--- config.mk ---
export PLATFORM = sky130hd
export DESIGN_NAME = csfm_clock_switch
export DESIGN_NICKNAME = d
export VERILOG_FILES = /design/src/include/csfm_pkg.sv /design/src/rtl/csfm_fail_detect.sv /design/src/rtl/csfm_clock_switch.sv
export SDC_FILE = /design/constraint.sdc
export NUM_CORES = 1
export LEC_CHECK = 0
export BUFFER_PORTS_ARGS = -buffer_cell sky130_fd_sc_hd__buf_2
export CAP_MARGIN = 10
export CORE_MARGIN = 5
export CORE_UTILIZATION = 55
export DETAILED_ROUTE_END_ITERATION = 16
export PLACE_DENSITY_LB_ADDON = 0.3
export SLEW_MARGIN = 20
export SYNTH_ARGS = -nofsm -noshare
export SYNTH_HDL_FRONTEND = slang
export SYNTH_SLANG_ARGS = --single-unit
export TNS_END_PERCENT = 20
--- constraint.sdc ---
create_clock -name pclk -period 2.2 [get_ports pclk]
set_input_delay 0.44 -clock pclk [delete_from_list [all_inputs] [get_ports pclk]]
set_output_delay 0.44 -clock pclk [all_outputs]
set_load 0.02 [all_outputs]
--- src/include/csfm_pkg.sv ---
// Shared constants and types for the clock switch and fail monitor
package csfm_pkg;
   // Register byte offsets on the APB bus
   localparam logic [7:0] REQ_OFF = 8'h00;
   localparam logic [7:0] CUR_OFF = 8'h04;
   localparam logic [7:0] SWC_OFF = 8'h08;
   localparam logic [7:0] FLG_OFF = 8'h0c;
   localparam logic [7:0] IEN_OFF = 8'h10;
   // Field positions
   localparam int SRC_LSB = 4;
   localparam int HOLD_BIT = 7;
   localparam int SETTLED_BIT = 4;
   localparam int NEWRDY_BIT = 3;
   localparam int DONE_BIT = 0;
   localparam int FAIL_BIT = 1;
   // Source select codes
   localparam logic [2:0] SRC_EXT = 3'h7;
   localparam logic [2:0] SRC_HF = 3'h6;
   localparam logic [2:0] SRC_LF = 3'h5;
   localparam logic [2:0] SRC_EXT_PLL = 3'h2;
   localparam logic [2:0] SRC_HF_PLL = 3'h1;
   // Divider reset values and largest legal code
   localparam logic [3:0] DIV_RESET_HF = 4'h2;
   localparam logic [3:0] DIV_RESET_OTHER = 4'h0;
   localparam logic [3:0] DIV_MAX = 4'h9;
   // Timing counts
   localparam int STARTUP_COUNT = 1024;
   localparam int SAMPLE_DIV = 64;
   localparam int LOCK_WAIT_CYC = 1024;

   typedef enum logic [2:0] {
      ST_LOAD, ST_IDLE, ST_WAIT, ST_READY, ST_PLL, ST_SLEEP
   } csfm_state_t;

   function automatic logic csfm_is_pll(input logic [2:0] s);
      return s == SRC_EXT_PLL || s == SRC_HF_PLL;
   endfunction : csfm_is_pll

   function automatic logic csfm_is_ext(input logic [2:0] s);
      return s == SRC_EXT || s == SRC_EXT_PLL;
   endfunction : csfm_is_ext

   function automatic logic csfm_src_valid(input logic [2:0] s);
      return csfm_is_ext(s) || csfm_is_pll(s) || s == SRC_HF || s == SRC_LF;
   endfunction : csfm_src_valid
endpackage : csfm_pkg

--- src/rtl/csfm_fail_detect.sv ---
// External clock failure detector against a divided sample clock
`timescale 1ns/1ps
module csfm_fail_detect #(
   parameter int SAMPLE_DIV = csfm_pkg::SAMPLE_DIV
) (
   input wire logic pclk,
   input wire logic presetn,
   input wire logic ext_clk_pin,
   input wire logic lf_osc_pin,
   input wire logic armed,
   output logic ext_fall,
   output logic fail_pulse
);
   localparam int HALF = SAMPLE_DIV / 2;
   localparam int CW = (HALF > 1) ? $clog2(HALF) : 1;

   if (SAMPLE_DIV < 4 || SAMPLE_DIV % 2 != 0) begin : g_chk
      $error("SAMPLE_DIV must be even and at least 4");
   end

   logic [2:0] ext_sync_r;
   logic [2:0] lf_sync_r;
   logic ext_lvl_r;
   logic lf_lvl_r;
   logic [CW-1:0] lf_cnt_r;
   logic sample_r;
   logic latch_r;

   // Change counts only once second and third stage agree
   wire ext_agree = ext_sync_r[1] == ext_sync_r[2];
   wire lf_agree = lf_sync_r[1] == lf_sync_r[2];
   wire ext_fall_w = ext_agree & ~ext_sync_r[2] & ext_lvl_r;
   wire lf_rise_w = lf_agree & lf_sync_r[2] & ~lf_lvl_r;
   wire half_end = lf_rise_w && lf_cnt_r == CW'(HALF - 1);
   wire sample_rise = half_end & ~sample_r;
   wire sample_fall = half_end & sample_r;

   always_ff @(posedge pclk or negedge presetn) begin
      if (!presetn) begin
         ext_sync_r <= 3'h0;
         lf_sync_r <= 3'h0;
         ext_lvl_r <= 1'b0;
         lf_lvl_r <= 1'b0;
      end else begin
         ext_sync_r <= {ext_sync_r[1:0], ext_clk_pin};
         lf_sync_r <= {lf_sync_r[1:0], lf_osc_pin};
         if (ext_agree) ext_lvl_r <= ext_sync_r[2];
         if (lf_agree) lf_lvl_r <= lf_sync_r[2];
      end
   end

   // Sample clock is the slow oscillator divided by SAMPLE_DIV
   always_ff @(posedge pclk or negedge presetn) begin
      if (!presetn) begin
         lf_cnt_r <= '0;
         sample_r <= 1'b0;
      end else if (lf_rise_w) begin
         lf_cnt_r <= half_end ? '0 : lf_cnt_r + CW'(1);
         if (half_end) sample_r <= ~sample_r;
      end
   end

   // Falling edge set beats a same-cycle sample clear
   always_ff @(posedge pclk or negedge presetn) begin
      if (!presetn) begin
         latch_r <= 1'b0;
         ext_fall <= 1'b0;
         fail_pulse <= 1'b0;
      end else begin
         if (ext_fall_w) latch_r <= 1'b1;
         else if (sample_rise) latch_r <= 1'b0;
         ext_fall <= ext_fall_w;
         fail_pulse <= armed & sample_fall & ~latch_r & ~ext_fall_w;
      end
   end

   a_fail_needs_arm: assert property (@(posedge pclk) disable iff (!presetn)
      fail_pulse |-> $past(armed))
      else $error("fail pulse without monitor armed");
   a_fall_keeps_ok: assert property (@(posedge pclk) disable iff (!presetn)
      ext_fall_w |=> ##1 !fail_pulse)
      else $error("failure declared right after an external edge");
endmodule : csfm_fail_detect

--- src/rtl/csfm_clock_switch.sv ---
// Clock source switch controller with fail-safe monitor and APB registers
`timescale 1ns/1ps
// How it works
// - Keep old clock until requested source ready
// - Ready sets new-ready bit and done flag
// - Hold clear: switch once new source ready
// - Hold set: stay on old clock
// - Switch in next cycle, no CPU gating
// - Status updates at switch; new-ready cleared
// - Request differs from status: start switch, outside fail-safe
// - PLL input change halts clock until lock
// - Sleep during pending switch: no switch
// - Wake, hold clear: new clock, done flag
// - Wake, hold set: old clock, request again
// - Monitor only when enabled, external sources
// - Sample clock divides slow oscillator by 64
// - Failure: internal 1 MHz, fail flag set
// - Fail-safe cleared by reset, sleep, request
// - External return restarts startup timer
// - Fail flag sets again if failure persists
// - Clock-input mode skips startup timer
// - Request: source bits 6-4, divider 3-0
// - Reserved source code write is ignored
// - Permit fuse low: request read-only
// - Reset divider 0010 for HF, else 0000
// - Source codes per fixed table
// - Divider codes 0 to 9: divide 1..512; request writes of codes above 9 are stored unchecked
// - Settled bit means request equals status
// - Startup timer counts 1024 oscillator cycles
module csfm_clock_switch #(
   parameter int STARTUP_COUNT = csfm_pkg::STARTUP_COUNT,
   parameter int LOCK_WAIT = csfm_pkg::LOCK_WAIT_CYC
) (
   input wire logic pclk,
   input wire logic presetn,
   input wire logic psel,
   input wire logic penable,
   input wire logic pwrite,
   input wire logic [7:0] paddr,
   input wire logic [31:0] pwdata,
   output logic [31:0] prdata,
   output logic pready,
   output logic pslverr,
   input wire logic [2:0] reset_source_fuse,
   input wire logic switch_permit_fuse,
   input wire logic fail_monitor_enable,
   input wire logic external_clock_input_mode,
   input wire logic [3:0] osc_ready_pins,
   input wire logic ext_clk_pin,
   input wire logic lf_osc_pin,
   input wire logic sleep_enter,
   input wire logic wake_up,
   output logic [2:0] sys_source,
   output logic [3:0] sys_divider,
   output logic sys_fail_safe,
   output logic sys_halt,
   output logic [2:0] source_enable,
   output logic switch_irq,
   output logic clock_fail_irq
);
   localparam int OW = $clog2(STARTUP_COUNT + 1);
   localparam int LW = $clog2(LOCK_WAIT + 1);

   if (STARTUP_COUNT < 1 || LOCK_WAIT < 2) begin : g_chk
      $error("STARTUP_COUNT must be >= 1 and LOCK_WAIT >= 2");
   end

   csfm_pkg::csfm_state_t state_r;
   logic [6:0] req_r;
   logic [6:0] cur_r;
   logic hold_r;
   logic new_rdy_r;
   logic done_flag_r;
   logic fail_flag_r;
   logic sw_ien_r;
   logic fail_ien_r;
   logic fail_safe_r;
   logic permit_r;
   logic fcm_en_r;
   logic ec_mode_r;
   logic [2:0] rdy_s_r;
   logic [3:0] rdy1_r;
   logic [3:0] rdy2_r;
   logic [3:0] rdy3_r;
   logic [3:0] rdy_q_r;
   logic [OW-1:0] ost_cnt_r;
   logic [LW-1:0] lock_cnt_r;
   logic [31:0] rdata_nxt;
   logic hit_nxt;
   logic ext_fall;
   logic mon_fail;

   // Ready inputs: ext osc, HF, LF, PLL lock
   wire [2:0] req_src = req_r[6:4];
   wire [2:0] cur_src = cur_r[6:4];
   wire ost_done = ost_cnt_r == OW'(STARTUP_COUNT);
   wire ext_ok = rdy_q_r[0] & (ec_mode_r | ost_done);
   wire pll_in_chg = csfm_pkg::csfm_is_pll(req_src) &
      csfm_pkg::csfm_is_pll(cur_src) & (req_src != cur_src);
   wire base_rdy = csfm_pkg::csfm_is_ext(req_src) ? ext_ok :
      (req_src == csfm_pkg::SRC_LF) ? rdy_q_r[2] : rdy_q_r[1];
   // Outside fail-safe, a same source or divider-only change is ready at once
   wire new_rdy = ((req_src == cur_src) & ~fail_safe_r) |
      (base_rdy & (pll_in_chg | ~csfm_pkg::csfm_is_pll(req_src) |
      rdy_q_r[3]));
   wire settled = req_r == cur_r;

   // APB: setup cycle loads read data, access ends in one cycle
   wire setup = psel & ~penable;
   wire acc = psel & penable & pready;
   wire wr_en = acc & pwrite;
   wire wr_req = wr_en & (paddr == csfm_pkg::REQ_OFF);
   wire wr_swc = wr_en & (paddr == csfm_pkg::SWC_OFF);
   wire wr_flg = wr_en & (paddr == csfm_pkg::FLG_OFF);
   wire wr_ien = wr_en & (paddr == csfm_pkg::IEN_OFF);
   wire [2:0] w_src = pwdata[6:4];
   wire req_ok = wr_req & permit_r & csfm_pkg::csfm_src_valid(w_src);
   wire req_int = req_ok & ~csfm_pkg::csfm_is_ext(w_src);

   // Events
   wire in_sleep = state_r == csfm_pkg::ST_SLEEP;
   wire [2:0] mon_src = fail_safe_r ? req_src : cur_src;
   wire armed = fcm_en_r & csfm_pkg::csfm_is_ext(mon_src) &
      (ec_mode_r | ost_done) & ~in_sleep;
   wire lock_fail = (state_r == csfm_pkg::ST_PLL) & ~rdy_q_r[3] &
      (lock_cnt_r == LW'(LOCK_WAIT - 1));
   wire fail_evt = mon_fail | lock_fail;
   // Sleep wins: no ready flags on the edge that enters sleep
   wire ready_evt = (state_r == csfm_pkg::ST_WAIT) & new_rdy & ~req_ok &
      ~sleep_enter;
   wire do_switch = (state_r == csfm_pkg::ST_READY) & ~hold_r & ~req_ok &
      ~pll_in_chg & ~sleep_enter;
   wire pll_done = (state_r == csfm_pkg::ST_PLL) & rdy_q_r[3] & ~sleep_enter;
   wire wake_go = in_sleep & wake_up & ~hold_r;
   wire done_set = ready_evt | wake_go;
   wire restart_ost = (req_ok && csfm_pkg::csfm_is_ext(w_src)) ||
      (state_r == csfm_pkg::ST_IDLE && csfm_pkg::csfm_is_ext(req_src) &&
      !settled) || (in_sleep && wake_up);

   always_comb begin
      rdata_nxt = 32'h0;
      hit_nxt = 1'b1;
      if (paddr == csfm_pkg::REQ_OFF) begin
         rdata_nxt[6:0] = req_r;
      end else if (paddr == csfm_pkg::CUR_OFF) begin
         rdata_nxt[6:0] = cur_r;
      end else if (paddr == csfm_pkg::SWC_OFF) begin
         rdata_nxt[csfm_pkg::HOLD_BIT] = hold_r;
         rdata_nxt[csfm_pkg::SETTLED_BIT] = settled;
         rdata_nxt[csfm_pkg::NEWRDY_BIT] = new_rdy_r;
      end else if (paddr == csfm_pkg::FLG_OFF) begin
         rdata_nxt[csfm_pkg::DONE_BIT] = done_flag_r;
         rdata_nxt[csfm_pkg::FAIL_BIT] = fail_flag_r;
      end else if (paddr == csfm_pkg::IEN_OFF) begin
         rdata_nxt[csfm_pkg::DONE_BIT] = sw_ien_r;
         rdata_nxt[csfm_pkg::FAIL_BIT] = fail_ien_r;
      end else begin
         hit_nxt = 1'b0;
      end
   end

   always_ff @(posedge pclk or negedge presetn) begin
      if (!presetn) begin
         pready <= 1'b0;
         pslverr <= 1'b0;
         prdata <= 32'h0;
      end else begin
         pready <= setup;
         pslverr <= setup & ~hit_nxt;
         if (setup) prdata <= pwrite ? 32'h0 : rdata_nxt;
      end
   end

   // Oscillator ready pins: three stages, change once stages 2 and 3 agree
   always_ff @(posedge pclk or negedge presetn) begin
      if (!presetn) begin
         rdy1_r <= 4'h0;
         rdy2_r <= 4'h0;
         rdy3_r <= 4'h0;
         rdy_q_r <= 4'h0;
      end else begin
         rdy1_r <= osc_ready_pins;
         rdy2_r <= rdy1_r;
         rdy3_r <= rdy2_r;
         rdy_q_r <= (rdy2_r & rdy3_r) | (rdy_q_r & (rdy2_r | rdy3_r));
      end
   end

   // Startup timer counts synchronised external falling edges
   always_ff @(posedge pclk or negedge presetn) begin
      if (!presetn) begin
         ost_cnt_r <= '0;
      end else if (restart_ost) begin
         ost_cnt_r <= '0;
      end else if (ext_fall && !ost_done) begin
         ost_cnt_r <= ost_cnt_r + OW'(1);
      end
   end

   always_ff @(posedge pclk or negedge presetn) begin
      if (!presetn) begin
         lock_cnt_r <= '0;
      end else if (state_r != csfm_pkg::ST_PLL) begin
         lock_cnt_r <= '0;
      end else if (!lock_fail) begin
         lock_cnt_r <= lock_cnt_r + LW'(1);
      end
   end

   // Sticky flags: hardware set wins over write-one-to-clear
   always_ff @(posedge pclk or negedge presetn) begin
      if (!presetn) begin
         done_flag_r <= 1'b0;
         fail_flag_r <= 1'b0;
         sw_ien_r <= 1'b0;
         fail_ien_r <= 1'b0;
      end else begin
         done_flag_r <= done_set |
            (done_flag_r & ~(wr_flg & pwdata[csfm_pkg::DONE_BIT]));
         fail_flag_r <= fail_evt |
            (fail_flag_r & ~(wr_flg & pwdata[csfm_pkg::FAIL_BIT]));
         if (wr_ien) begin
            sw_ien_r <= pwdata[csfm_pkg::DONE_BIT];
            fail_ien_r <= pwdata[csfm_pkg::FAIL_BIT];
         end
      end
   end

   // Fail-safe: internal return clears at write, external at switch
   always_ff @(posedge pclk or negedge presetn) begin
      if (!presetn) begin
         fail_safe_r <= 1'b0;
      end else if (fail_evt) begin
         fail_safe_r <= 1'b1;
      end else if (sleep_enter || req_int) begin
         fail_safe_r <= 1'b0;
      end else if ((do_switch || pll_done) &&
         csfm_pkg::csfm_is_ext(req_src)) begin
         fail_safe_r <= 1'b0;
      end
   end

   always_ff @(posedge pclk or negedge presetn) begin
      if (!presetn) begin
         hold_r <= 1'b0;
      end else if (wr_swc) begin
         hold_r <= pwdata[csfm_pkg::HOLD_BIT];
      end
   end

   // Fuses are caught in the first cycle after reset release
   always_ff @(posedge pclk or negedge presetn) begin
      if (!presetn) begin
         state_r <= csfm_pkg::ST_LOAD;
         req_r <= 7'h0;
         cur_r <= 7'h0;
         new_rdy_r <= 1'b0;
         permit_r <= 1'b0;
         fcm_en_r <= 1'b0;
         ec_mode_r <= 1'b0;
      end else begin
         if (req_ok) req_r <= pwdata[6:0];
         case (state_r)
            csfm_pkg::ST_LOAD: begin
               permit_r <= switch_permit_fuse;
               fcm_en_r <= fail_monitor_enable;
               ec_mode_r <= external_clock_input_mode;
               req_r[6:4] <= reset_source_fuse;
               cur_r[6:4] <= reset_source_fuse;
               req_r[3:0] <= (reset_source_fuse == csfm_pkg::SRC_HF) ?
                  csfm_pkg::DIV_RESET_HF : csfm_pkg::DIV_RESET_OTHER;
               cur_r[3:0] <= (reset_source_fuse == csfm_pkg::SRC_HF) ?
                  csfm_pkg::DIV_RESET_HF : csfm_pkg::DIV_RESET_OTHER;
               state_r <= csfm_pkg::ST_IDLE;
            end
            csfm_pkg::ST_IDLE: begin
               // After a failure only a fresh request restarts switching
               if (sleep_enter) state_r <= csfm_pkg::ST_SLEEP;
               else if ((!settled && !fail_safe_r) || req_ok)
                  state_r <= csfm_pkg::ST_WAIT;
            end
            csfm_pkg::ST_WAIT: begin
               if (sleep_enter) begin
                  state_r <= csfm_pkg::ST_SLEEP;
               end else if (ready_evt) begin
                  new_rdy_r <= 1'b1;
                  state_r <= csfm_pkg::ST_READY;
               end
            end
            csfm_pkg::ST_READY: begin
               if (sleep_enter) begin
                  new_rdy_r <= 1'b0;
                  state_r <= csfm_pkg::ST_SLEEP;
               end else if (req_ok) begin
                  new_rdy_r <= 1'b0;
                  state_r <= csfm_pkg::ST_IDLE;
               end else if (settled) begin
                  new_rdy_r <= 1'b0;
                  state_r <= csfm_pkg::ST_IDLE;
               end else if (!hold_r && pll_in_chg) begin
                  state_r <= csfm_pkg::ST_PLL;
               end else if (do_switch) begin
                  cur_r <= req_r;
                  new_rdy_r <= 1'b0;
                  state_r <= csfm_pkg::ST_IDLE;
               end
            end
            csfm_pkg::ST_PLL: begin
               if (sleep_enter) begin
                  new_rdy_r <= 1'b0;
                  state_r <= csfm_pkg::ST_SLEEP;
               end else if (pll_done) begin
                  cur_r <= req_r;
                  new_rdy_r <= 1'b0;
                  state_r <= csfm_pkg::ST_IDLE;
               end else if (lock_fail) begin
                  new_rdy_r <= 1'b0;
                  state_r <= csfm_pkg::ST_IDLE;
               end
            end
            csfm_pkg::ST_SLEEP: begin
               if (wake_up) begin
                  if (!hold_r) cur_r <= req_r;
                  state_r <= csfm_pkg::ST_IDLE;
               end
            end
            default: state_r <= csfm_pkg::ST_IDLE;
         endcase
      end
   end

   always_ff @(posedge pclk or negedge presetn) begin
      if (!presetn) begin
         sys_source <= 3'h0;
         sys_divider <= 4'h0;
         sys_fail_safe <= 1'b0;
         sys_halt <= 1'b0;
         source_enable <= 3'h0;
         switch_irq <= 1'b0;
         clock_fail_irq <= 1'b0;
      end else begin
         sys_source <= fail_safe_r ? csfm_pkg::SRC_HF : cur_src;
         sys_divider <= fail_safe_r ? csfm_pkg::DIV_RESET_OTHER : cur_r[3:0];
         sys_fail_safe <= fail_safe_r;
         sys_halt <= state_r == csfm_pkg::ST_PLL;
         source_enable <= req_src;
         switch_irq <= done_flag_r & sw_ien_r;
         clock_fail_irq <= fail_flag_r & fail_ien_r;
      end
   end

   csfm_fail_detect #(
      .SAMPLE_DIV(csfm_pkg::SAMPLE_DIV)
   ) u_detect (
      .pclk(pclk),
      .presetn(presetn),
      .ext_clk_pin(ext_clk_pin),
      .lf_osc_pin(lf_osc_pin),
      .armed(armed),
      .ext_fall(ext_fall),
      .fail_pulse(mon_fail)
   );

   a_hold_blocks: assert property (@(posedge pclk) disable iff (!presetn)
      (state_r == csfm_pkg::ST_READY && hold_r) |=> $stable(cur_r))
      else $error("status changed while switch held");
   a_wait_keeps: assert property (@(posedge pclk) disable iff (!presetn)
      (state_r == csfm_pkg::ST_WAIT) |=> $stable(cur_r))
      else $error("status changed before source ready");
   a_ready_flags: assert property (@(posedge pclk) disable iff (!presetn)
      ready_evt |=> new_rdy_r && done_flag_r)
      else $error("ready did not set both bits");
   a_switch_done: assert property (@(posedge pclk) disable iff (!presetn)
      do_switch |=> (cur_r == $past(req_r)) && !new_rdy_r)
      else $error("switch did not update status");
   a_sleep_noswitch: assert property (@(posedge pclk) disable iff (!presetn)
      in_sleep && !wake_up |=> $stable(cur_r))
      else $error("switch taken during sleep");
   a_fail_forces_hf: assert property (@(posedge pclk) disable iff (!presetn)
      fail_evt |=> ##1 sys_fail_safe && sys_source == csfm_pkg::SRC_HF)
      else $error("failure did not force internal clock");
   a_bad_src_kept: assert property (@(posedge pclk) disable iff (!presetn)
      (wr_req && !csfm_pkg::csfm_src_valid(w_src)
      && state_r != csfm_pkg::ST_LOAD) |=> $stable(req_r))
      else $error("reserved source write changed request");
   a_fuse_locks: assert property (@(posedge pclk) disable iff (!presetn)
      (!permit_r && state_r != csfm_pkg::ST_LOAD) |=> $stable(req_r))
      else $error("request changed with switching not permitted");
   a_settled_bit: assert property (@(posedge pclk) disable iff (!presetn)
      (setup && !pwrite && paddr == csfm_pkg::SWC_OFF) |=>
      prdata[csfm_pkg::SETTLED_BIT] == $past(settled))
      else $error("settled bit does not match registers");
endmodule : csfm_clock_switch

==> impl_results.md <==
- ANT cells: 0
- All-Layer GR Usage: 0.195
- Root Driver: clkbuf_8
- Die H: 106 µm
- Die Wd: 106 µm
- Final Skew: 0.0127 ns
- Gr ovfl total: 0
- Num CTS Buffers: 9
- Ys flop type: dfrtp_1
- Worst EP required: 2.49 ns
- IO Port Bufs: 58
- # setup viols final: 0
- Setup slack after layout: 0.0852 ns
- PwrDens: 977 nW/µm²
- Layout cell share with drive strength beyond 1: 0.228
- Synth warn: 0
- Cell area after synthesis: 5060 µm²
- Largest net degree at the start of global routing: 45
- Sw frac: 0.350
- Initial antenna violation count: 0
- Number of routed nets with antenna violations: 0
- Routed Wire Length: 10600 µm
- Post-Synthesis Cells: 489
- R2r setup slk: 0.09 ns
- FF+latch count, synth: 106
- VDD IR max: 0.000527 V
- Logic pwr share: 0.349
- Via/cell ratio: 5.59
- Max Cap Viol: 0
- Sequential power share: 0.436
- Non-filler instance count after layout: 682
- Hold WC Path Type: in -> async
- Effective utilization at floorplan: 0.555
- First-pass GRT wire length: 17800 µm
- Crit path kind: reg -> reg
- Starting DRT DRC Count: 319
- Final nets: 632
- Area of the multi-input gates: 2190 µm²
- Pre-CTS WS: -0.144 ns
- Critical Path Source: ost_cnt_r[7]
- Max-slew headroom: 0.611
- Reg2Reg Launch Point: ost_cnt_r[7]
- Leakage: 0.00277 µW
- Mean Syn Cell Area: 10.3 µm²
- Sequential Area: 2650 µm²
- Fillers: 742
- Clock Sinks: 106
- Cells after DPL: 666
- HPWL Detailed: 7860 µm
- Worst r2r path cells: 6
- Internal power: 3680 µW
- Number of global-route vias before repair: 3734
- Min Hold Slack: 0.0801 ns
- Worst-path clk slew: 0.10 ns
- Via count: 3815
- Outcome: complete, no violations
- NetSw: 1980 µW
- Synth top area share: 0.524
- Async S/R FF share, synth: 1.00
- Die Area: 11200 µm²
- Minimum clock period: 2.11 ns
- Sequential element share of the synthesized area: 0.524
- Clock tree buffer depth: 2
- DRC violations left: 0
- Clk pwr share: 0.215
- Fin. max-slew vios: 0
- CP endpoint: new_rdy_r
- Critical path arrival: 2.40 ns
- Worst setup EP type: flip-flop
- Final RePlAce weighted congestion: 0.830
- Leading area contributor after synthesis: dfrtp_1
- Final Hold Vio Count: 0
- Ranking of synthesized cells by area: dfrtp_1 (52%), buf_4 (3.6%), nor2_1 (3.5%)
- Clock Latency Late Sink: 0.36 ns
- Io pins: 107
- Number of flops mapped to enable cells by yosys: 0
- Row count: 35
- Tcrit/Tclk final: 0.961
- CORE AREA: 9110 µm²
- Depth of the CTS H-tree: 3
- Crit start category: flip-flop
- Unrepaired setup endpoints after global routing: no
- 1st-pass router iterations: 4
- Netlist cell types: 57
- Max Fclk: 473 MHz
- R2R Path End: new_rdy_r
- DR WL/cell: 15.5 µm
- Area Overhead vs Synth: 14.4%
- Worst Path Max Fanout: 5
- TritonCTS clock tree: done
- Slew @ Worst Pin: 0.579 ns
[cells in the mapped netlist, types with 4 or more instances]
master / n
maj3_1: 4
o21ai_0: 26
nand2b_1: 9
clkbuf_1: 12
mux2_2: 12
nor4b_1: 4
xnor2_1: 11
dfrtp_1: 106
a21oi_1: 28
inv_1: 16
mux2i_1: 13
buf_2: 4
ha_1: 7
buf_4: 24
nor4_1: 8
and3_1: 7
nor2b_1: 6
nand2_1: 41
or3_1: 5
nor3b_1: 4
nor3_1: 9
nand3b_1: 5
nand3_1: 11
xor2_1: 17
nor2_1: 47
nand4_1: 8
[power by group through the flow]
stage / registers [µW] / logic, µW / clock network, µW
2_1_floorplan: 2520 / 1310 / 0
3_3_place_gp: 2480 / 1870 / 0
3_5_place_dp: 2500 / 1920 / 0
4_1_cts: 2460 / 1930 / 1240
5_1_grt: 2510 / 2150 / 1310
6_report: 2470 / 1970 / 1220
[final cells by class]
class,instances,area share
clock buffers,11,0.0244
clock inverters,5,0.0108
inverters,16,0.0104
multi-input cells,347,0.379
flip-flops and latches,106,0.458
well taps,111,0.0240
repair buffers,86,0.0933
[worst max-delay path, cell delays in order (launching register included)]
cell and delay, ns:
dfrtp_1 0.44, nor4b_1 0.49, a31oi_1 0.24, nor3b_1 0.26, o21ai_0 0.14, or2_2 0.33, a21oi_1 0.14
[registers in the layout (all words and copies together), names as in the netlist, 4 cells and up]
register and flops:
lock_cnt_r 11, rdy2_r 4, prdata 8, req_r 7
rdy1_r 4, u_detect.lf_cnt_r 5, rdy3_r 4, rdy_q_r 4
ost_cnt_r 11, sys_divider 4, cur_r 7
[worst min path at each step]
stage	start	end	slack, ns	depth (start not counted)
global route	presetn	rdy2_r[1]	0.12	1
CTS	presetn	req_r[5]	0.09	1
detailed placement	rdy1_r[3]	rdy2_r[3]	0.33	0
global placement	rdy1_r[2]	rdy2_r[2]	0.33	0
finish	presetn	rdy2_r[1]	0.08	1
floorplan	presetn	clock_fail_irq	0.14	0
[placed cells by master, fill, tap and decap left out, drive strengths merged, types with 3 or more instances in the layout]
cell    count
clkbuf     11
xor2       17
nor2       47
maj3        4
nor4        8
nand3      11
nand2b      9
and3        7
a21oi      28
nor3       10
nand3b      5
or3         5
nor4b       4
mux2i      13
nor2b       6
o21ai      26
conb       24
or2         3
ha          7
mux2       15
a31oi       3
inv        17
nand2      41
and2        3
dfrtp     106
nand4       8
buf        86
xnor2      11
nor3b       4
[logic make-up after synthesis]
family | count (synthesis) | synth area share
adders and majority gates | 11 | 0.0252
and+or+nand+nor | 179 | 0.184
muxes | 28 | 0.0613
AOI/OAI and AO/OA | 77 | 0.0905
other | 1 | 0.000741
buffers and inverters | 59 | 0.0655
DFF | 106 | 0.524
xor gates and xnor gates | 28 | 0.0485
[stage by stage]
step	TNS [ns]	power (µW)	cell area [µm²]	util
6_report	0	5660	5790	0.636
5_1_grt	0	5970	5790	0.636
2_1_floorplan	-0.302	3830	5150	-
3_3_place_gp	-2.30	4350	5570	0.611
3_5_place_dp	-2.46	4420	5570	0.611
4_1_cts	0	5640	5770	0.633
[layer usage]
layer	vias to the layer above	global-route usage	routed length [µm]
met5	-	0	0
met4	0	0.0740	170
met3	16	0.0334	679
met2	127	0.316	5110
met1	1867	0.265	4610
li1	1805	-	-
[repair_timing]
action / 4_1_cts / 5_1_grt
hold buffers: 0 / 0
setup endpoints to repair: 0 / 23
buffers inserted: 0 / 0
resized for setup: 0 / 7
Note: power is estimated with default switching activity, not from simulation.
